--- config.mk ---
export PLATFORM = sky130hd
export DESIGN_NAME = scp_port
export DESIGN_NICKNAME = d
export VERILOG_FILES = /design/src/scp_pkg.sv /design/src/scp_fifo.sv /design/src/scp_port.sv
export SDC_FILE = /design/constraint.sdc
export NUM_CORES = 1
export LEC_CHECK = 0
export BUFFER_PORTS_ARGS = -buffer_cell sky130_fd_sc_hd__clkbuf_2
export CORE_AREA = 4 4 201 203
export CTS_BUF_LIST = sky130_fd_sc_hd__clkbuf_8
export CTS_CLUSTER_SIZE = 12
export DETAILED_ROUTE_END_ITERATION = 6
export DIE_AREA = 0 0 205 207
export PLACE_DENSITY = 0.52
export SLEW_MARGIN = 30
export SYNTH_ARGS = -nofsm -noshare
export SYNTH_HDL_FRONTEND = slang
export SYNTH_SLANG_ARGS = --single-unit
--- constraint.sdc ---
create_clock -name clk_sys -period 3.1 [get_ports clk_sys]
set_clock_uncertainty 0.2 [all_clocks]
set_input_delay 0.465 -clock clk_sys [delete_from_list [all_inputs] [get_ports clk_sys]]
set_output_delay 0.465 -clock clk_sys [all_outputs]
set_load 0.05 [all_outputs]
--- src/scp_pkg.sv ---
// Package: shared constants and types of the serial command port
package scp_pkg;
	localparam int unsigned SCP_CLK_HZ = 50000000;
	localparam int unsigned SCP_BAUD_FAST = 19200;
	localparam int unsigned SCP_BAUD_MID = 9600;
	localparam int unsigned SCP_BAUD_SLOW = 1200;
	localparam int unsigned SCP_OVS = 16;
	// Oversample tick divisors, rounded down
	localparam int unsigned SCP_DIV_FAST = SCP_CLK_HZ / (SCP_BAUD_FAST * SCP_OVS);
	localparam int unsigned SCP_DIV_MID = SCP_CLK_HZ / (SCP_BAUD_MID * SCP_OVS);
	localparam int unsigned SCP_DIV_SLOW = SCP_CLK_HZ / (SCP_BAUD_SLOW * SCP_OVS);
	localparam int unsigned SCP_DATA_BITS = 8;
	localparam int unsigned SCP_FIFO_DEPTH = 8;
	localparam int unsigned SCP_RX_HEADROOM = 2;
	localparam logic SCP_LINE_IDLE = 1'h1;
	localparam logic SCP_CTS_READY = 1'h0;

	typedef struct packed {
		logic jumper_mid;
		logic jumper_slow;
	} scp_jumpers_t;

	typedef struct packed {
		logic valid;
		logic [7:0] data;
	} scp_char_t;

	typedef enum logic [3:0] {
		SCP_IDLE = 4'h1,
		SCP_START = 4'h2,
		SCP_DATA = 4'h4,
		SCP_STOP = 4'h8
	} scp_state_t;
endpackage

--- src/scp_fifo.sv ---
// Parameterised valid/ready FIFO
`timescale 1ns/1ps
module scp_fifo
	import scp_pkg::*;
#(
	parameter int unsigned WIDTH = SCP_DATA_BITS,
	parameter int unsigned DEPTH = SCP_FIFO_DEPTH
)
(
	input wire logic clk_sys,
	input wire logic rst_n,
	input wire logic [WIDTH-1:0] in_data,
	input wire logic in_valid,
	output logic in_ready,
	output logic [WIDTH-1:0] out_data,
	output logic out_valid,
	input wire logic out_ready,
	output logic [$clog2(DEPTH):0] level
);
	localparam int unsigned AW = $clog2(DEPTH);
	logic [WIDTH-1:0] mem [DEPTH];
	logic [AW-1:0] wr_ptr_reg;
	logic [AW-1:0] rd_ptr_reg;
	logic [AW:0] count_reg;
	logic [AW:0] count_next;
	logic ready_reg;
	wire push = in_valid && in_ready;
	wire pop = out_valid && out_ready;

	// Ready is kept in a flop so that a port built on this queue drives it registered
	assign in_ready = ready_reg;
	assign out_valid = (count_reg != '0);
	assign out_data = mem[rd_ptr_reg];
	assign level = count_reg;
	assign count_next = count_reg + (AW+1)'(push) - (AW+1)'(pop);

	always_ff @(posedge clk_sys)
	begin
		if (push)
			mem[wr_ptr_reg] <= in_data;
	end

	always_ff @(posedge clk_sys)
	begin
		if (!rst_n)
		begin
			wr_ptr_reg <= '0;
			rd_ptr_reg <= '0;
			count_reg <= '0;
			ready_reg <= 1'h1;
		end
		else
		begin
			if (push)
				wr_ptr_reg <= (wr_ptr_reg == AW'(DEPTH - 1)) ? '0 : wr_ptr_reg + 1'b1;
			if (pop)
				rd_ptr_reg <= (rd_ptr_reg == AW'(DEPTH - 1)) ? '0 : rd_ptr_reg + 1'b1;
			count_reg <= count_next;
			ready_reg <= (count_next != (AW+1)'(DEPTH));
		end
	end
endmodule

--- src/scp_port.sv ---
// Serial command port: UART with jumper rate and hardware handshake
`timescale 1ns/1ps
module scp_port
	import scp_pkg::*;
#(
	parameter int unsigned DEPTH = SCP_FIFO_DEPTH
)
(
	input wire logic clk_sys,
	input wire logic rst_n,
	input wire scp_jumpers_t jumpers,
	input wire logic rx_line,
	input wire logic rts_line,
	output logic tx_line,
	output logic cts_line,
	input wire logic [7:0] tx_data,
	input wire logic tx_valid,
	output logic tx_ready,
	output scp_char_t rx_char,
	input wire logic rx_ready
);
	localparam int unsigned DW = $clog2(SCP_DIV_SLOW + 1);
	localparam int unsigned LW = $clog2(DEPTH) + 1;

	// Pin synchronisers, jumpers included since they are pins too
	logic [1:0] rx_sync_reg, rts_sync_reg, jm_sync_reg, js_sync_reg;
	always_ff @(posedge clk_sys)
	begin
		if (!rst_n)
		begin
			rx_sync_reg <= 2'h3;
			rts_sync_reg <= 2'h3;
			jm_sync_reg <= 2'h0;
			js_sync_reg <= 2'h0;
		end
		else
		begin
			rx_sync_reg <= {rx_sync_reg[0], rx_line};
			rts_sync_reg <= {rts_sync_reg[0], rts_line};
			jm_sync_reg <= {jm_sync_reg[0], jumpers.jumper_mid};
			js_sync_reg <= {js_sync_reg[0], jumpers.jumper_slow};
		end
	end
	wire rx_s = rx_sync_reg[1];
	wire host_hold = rts_sync_reg[1];

	// Both jumpers on is undocumented; it falls to the slowest rate
	wire [DW-1:0] div_sel = (!jm_sync_reg[1] && !js_sync_reg[1]) ? DW'(SCP_DIV_FAST) :
		(jm_sync_reg[1] && !js_sync_reg[1]) ? DW'(SCP_DIV_MID) : DW'(SCP_DIV_SLOW);

	// Shared 16x oversample tick
	logic [DW-1:0] div_reg;
	wire tick = (div_reg >= div_sel - 1'b1);
	always_ff @(posedge clk_sys)
	begin
		if (!rst_n)
			div_reg <= '0;
		else
			div_reg <= tick ? '0 : div_reg + 1'b1;
	end

	// Transmitter
	scp_state_t tx_state_reg;
	logic [3:0] tx_ph_reg;
	logic [2:0] tx_bit_reg;
	logic [7:0] tx_sh_reg;
	logic [7:0] txf_data;
	logic txf_valid;
	wire tx_end = tick && (tx_ph_reg == 4'hF);
	wire tx_take = (tx_state_reg == SCP_IDLE) && txf_valid && !host_hold;
	wire txf_pop = tx_take;

	scp_fifo #(.WIDTH(8), .DEPTH(DEPTH)) u_txf (
		.clk_sys(clk_sys),
		.rst_n(rst_n),
		.in_data(tx_data),
		.in_valid(tx_valid),
		.in_ready(tx_ready),
		.out_data(txf_data),
		.out_valid(txf_valid),
		.out_ready(txf_pop),
		.level()
	);

	always_ff @(posedge clk_sys)
	begin
		if (!rst_n)
		begin
			tx_state_reg <= SCP_IDLE;
			tx_ph_reg <= 4'h0;
			tx_bit_reg <= 3'h0;
			tx_sh_reg <= 8'h00;
			tx_line <= SCP_LINE_IDLE;
		end
		else
		begin
			if (tick)
				tx_ph_reg <= tx_ph_reg + 4'h1;
			case (tx_state_reg)
				SCP_IDLE:
				begin
					tx_line <= SCP_LINE_IDLE;
					if (tx_take)
					begin
						tx_sh_reg <= txf_data;
						tx_ph_reg <= 4'h0;
						tx_line <= 1'h0;
						tx_state_reg <= SCP_START;
					end
				end
				SCP_START:
					if (tx_end)
					begin
						tx_line <= tx_sh_reg[0];
						tx_bit_reg <= 3'h0;
						tx_state_reg <= SCP_DATA;
					end
				SCP_DATA:
					if (tx_end)
					begin
						tx_bit_reg <= tx_bit_reg + 3'h1;
						if (tx_bit_reg == 3'h7)
						begin
							tx_line <= SCP_LINE_IDLE;
							tx_state_reg <= SCP_STOP;
						end
						else
							tx_line <= tx_sh_reg[tx_bit_reg + 3'h1];
					end
				SCP_STOP:
					if (tx_end)
						tx_state_reg <= SCP_IDLE;
				default:
					tx_state_reg <= SCP_IDLE;
			endcase
		end
	end

	// Receiver, independent of the transmitter
	scp_state_t rx_state_reg;
	logic [3:0] rx_ph_reg;
	logic [2:0] rx_bit_reg;
	logic [7:0] rx_sh_reg;
	logic rxf_push;
	logic [LW-1:0] rxf_level;
	logic rxf_in_ready;
	logic rxf_out_valid;
	logic [7:0] rxf_out_data;
	wire rx_mid = tick && (rx_ph_reg == 4'h7);

	always_ff @(posedge clk_sys)
	begin
		if (!rst_n)
		begin
			rx_state_reg <= SCP_IDLE;
			rx_ph_reg <= 4'h0;
			rx_bit_reg <= 3'h0;
			rx_sh_reg <= 8'h00;
			rxf_push <= 1'h0;
		end
		else
		begin
			rxf_push <= 1'h0;
			if (tick)
				rx_ph_reg <= rx_ph_reg + 4'h1;
			case (rx_state_reg)
				SCP_IDLE:
					if (!rx_s)
					begin
						rx_ph_reg <= 4'h0;
						rx_state_reg <= SCP_START;
					end
				SCP_START:
					if (rx_mid)
					begin
						// A glitch that is gone by mid-bit is not a start
						rx_state_reg <= rx_s ? SCP_IDLE : SCP_DATA;
						rx_bit_reg <= 3'h0;
					end
				SCP_DATA:
					if (rx_mid)
					begin
						rx_sh_reg <= {rx_s, rx_sh_reg[7:1]};
						rx_bit_reg <= rx_bit_reg + 3'h1;
						if (rx_bit_reg == 3'h7)
							rx_state_reg <= SCP_STOP;
					end
				SCP_STOP:
					if (rx_mid)
					begin
						// Framing errors are dropped; overflow beyond headroom is lost
						rxf_push <= rx_s && rxf_in_ready;
						rx_state_reg <= SCP_IDLE;
					end
				default:
					rx_state_reg <= SCP_IDLE;
			endcase
		end
	end

	wire rx_take = rx_ready && rx_char.valid;

	scp_fifo #(.WIDTH(8), .DEPTH(DEPTH)) u_rxf (
		.clk_sys(clk_sys),
		.rst_n(rst_n),
		.in_data(rx_sh_reg),
		.in_valid(rxf_push),
		.in_ready(rxf_in_ready),
		.out_data(rxf_out_data),
		.out_valid(rxf_out_valid),
		.out_ready(rx_take),
		.level(rxf_level)
	);

	// Output stage mirrors the FIFO head from a flop
	always_ff @(posedge clk_sys)
	begin
		if (!rst_n)
			rx_char <= '0;
		else
			rx_char <= '{valid: rxf_out_valid && !rx_take,
				data: rxf_out_data};
	end

	// Raised early so a host that sends a character or two late still fits
	wire rx_full_soon = (rxf_level >= LW'(DEPTH - SCP_RX_HEADROOM));
	always_ff @(posedge clk_sys)
	begin
		if (!rst_n)
			cts_line <= SCP_CTS_READY;
		else
			cts_line <= rx_full_soon ? !SCP_CTS_READY : SCP_CTS_READY;
	end
endmodule

==> results.yml <==
grt:
  overflow: 0
  grt_pass1_wl_um: 29800
  track_usage_pct: 8.54
  grt_pass1_vias: 5750
  antenna_found_initial: 0
  grt_max_degree: 27
logic_synthesis:
  syn_area_per_cell_um2: 13.6
  synthDistinctLibCells: 62
  synth-edff-count: 128
  yosys-top-cells-area: "edfxtp_1 40%, dfxtp_1 19%, mux4_2 8.0%"
  synth_top_area_share_pct: 40.4
  synth_flop_cell: "edfxtp_1"
  syn_area_um2: 9530
  ys_warn_count: 0
  synth_seq_cells: 220
  yosys.area.top_type: "edfxtp_1"
  syn_inst: 702
  synth-async-reset-ratio_pct: 0
  yosysSeqAreaShare_pct: 59.7
drt:
  vias: 5576
  drcViolationCount: 0
  wl_um: 18000
  drt_pass1_iterations: 4
  ant_nets: 0
  drt_iter0_drc: 267
  viasPerCell: 4.21
  wl_per_cell_um: 13.6
timing:
  fmax_mhz: 345
  slew_headroom_pct: 44.5
  finalSetupViolations: 0
  hold_ws_ns: 0.0184
  final-hold-violation-count: 0
  slew_viol_final: 0
  tightest_slew_ns: 0.831
  tns_ns: 0
  period_needed_ns: 2.89
  finalCritPeriodShare_pct: 93.4
  rsz0062_at_grt: "false"
cts:
  htree_levels: 2
  clk_pin_slew_ns: 0.06
  cts_buffers: 39
  cts_tree: "built"
  cts_buffer_depth: 3
  root_buffer: "clkbuf_8"
  clock_latency_ns: 0.54
  cts_sinks: 220
pwr:
  leakagePower_nw: 3.87
  vdd_drop_max_v: 0.000318
  powerDensity_nw_per_um2: 588
  finalPower_mw: 6.60
hold_path:
  holdCritPathClass: "primary input to flip-flop"
  holdPathStages: 1
placement:
  hpwl_um: 11700
  portBuffers: 27
  placed_area_um2: 10400
  place.gp.congestion: 0.714
final_layout:
  multi_input_area_um2: 3610
  seqCellArea_um2: 5690
  final_nets: 832
  area_growth_pct: 17.9
  final_cell_mix: "128 x edfxtp_1, 92 x dfxtp_1, 56 x nand2_1, 42 x clkbuf_8, 38 x ha_1"
  fill_cells: 3902
  drive_above_1_share_pct: 20.2
  finalCoreUtilization_pct: 29.2
  n_antenna_cell: 0
  final_common_cell: "edfxtp_1"
  final_area_um2: 11200
critical_path:
  critPathLaunchType: "flip-flop"
  critical_path_class: "flip-flop to flip-flop"
  critPathMaxFanout: 11
  worstPathRequired_ns: 3.37
  crit_arrival_ns: 3.16
  r2r_cells: 8
  setup.worst_path.end_class: "flip-flop"
floorplanning:
  die_y_um: 207
  die_area_um2: 42400
  start_util_pct: 24.8
  row_count: 72
  fp.dieW_um: 205
  core_um2: 38500
  io_pins: 28
run:
  drv_cap: 0
run_status:
  status: "finished clean"
==> through the flow <==
stage          instances  worst slack [ns]
3_3_place_gp        1246             0.233
3_5_place_dp        1246             0.186
5_1_grt             1323            0.0130
6_report            1323             0.205
4_1_cts             1322             0.160
2_1_floorplan        703            0.0632
==> area by class of cell <==
| class | instances | share of cell area, % |
|---|---|---|
| Timing Repair Buffer | 64 | 3.92 |
| Clock inverter | 28 | 1.54 |
| Clock buffer | 42 | 5.15 |
| Tap cell | 518 | 5.77 |
| Sequential cell | 220 | 50.6 |
| Multi-Input combinational cell | 424 | 32.1 |
| Inverter | 27 | 0.902 |
==> critical path: stages, from the launching register on <==
cell	delay (ns)
dfxtp_1	0.31
nor2b_1	0.23
inv_1	0.12
ha_1	0.28
nand2b_1	0.14
a2111o_1	0.49
a41o_1	0.41
o31ai_2	0.42
mux2i_1	0.22
==> routing by layer <==
layer / vias up / part of all wire (%) / global-route usage [%]
li1: 2770 / - / -
met1: 2688 / 45 / 11.1
met2: 77 / 48 / 14.1
met3: 41 / 4.0 / 2.03
met4: 0 / 2.6 / 2.73
met5: - / 0 / 0
==> synthesized netlist by cell type, types with 14 or more instances <==
cell type / instances
nand2b_1: 19
edfxtp_1: 128
dfxtp_1: 92
clkbuf_1: 15
nor2b_1: 26
o21ai_0: 14
nor3_1: 14
inv_1: 27
nor2_1: 31
mux2i_1: 34
a21oi_1: 17
nand2_1: 56
ha_1: 38
mux4_2: 34
==> final timing paths <==
check             slack [ns]                 startpoint                      endpoint
setup / recovery        0.21  jm_sync_reg[1]$_SDFF_PN0_  rx_state_reg[2]$_SDFFE_PN0P_
hold / removal          0.02                 tx_data[4]     u_txf.mem[7][4]$_DFFE_PP_
setup reg to reg        0.21  jm_sync_reg[1]$_SDFF_PN0_  rx_state_reg[2]$_SDFFE_PN0P_
hold reg to reg         0.21  rx_sync_reg[0]$_SDFF_PN1_     rx_sync_reg[1]$_SDFF_PN1_
==> cells by family after synthesis <==
group	synth area share, %
flops	59.7
compound gates	7.28
other cells	0.0394
mux	11.7
fa+ha+maj	5.41
xor+xnor	1.38
buf+inv	2.77
simple gates	11.7
==> power breakdown <==
| group | switching, mW | leakage, nW | total, mW | internal [mW] |
|---|---|---|---|---|
| Clock | 1.20 | 0.420 | 2.56 | 1.36 |
| Sequential | 0.0870 | 1.81 | 3.29 | 3.20 |
| Combinational | 0.417 | 1.64 | 0.754 | 0.337 |
==> what timing repair did <==
| item | CTS | global route |
|---|---|---|
| hold buffers | 6 | 0 |
| setup endpoints to repair | 0 | 5 |
| setup buffers | 0 | 1 |
| resized for setup | 0 | 1 |
| hold endpoints to repair | 6 | 0 |
Note: power is estimated with default switching activity, not from simulation.
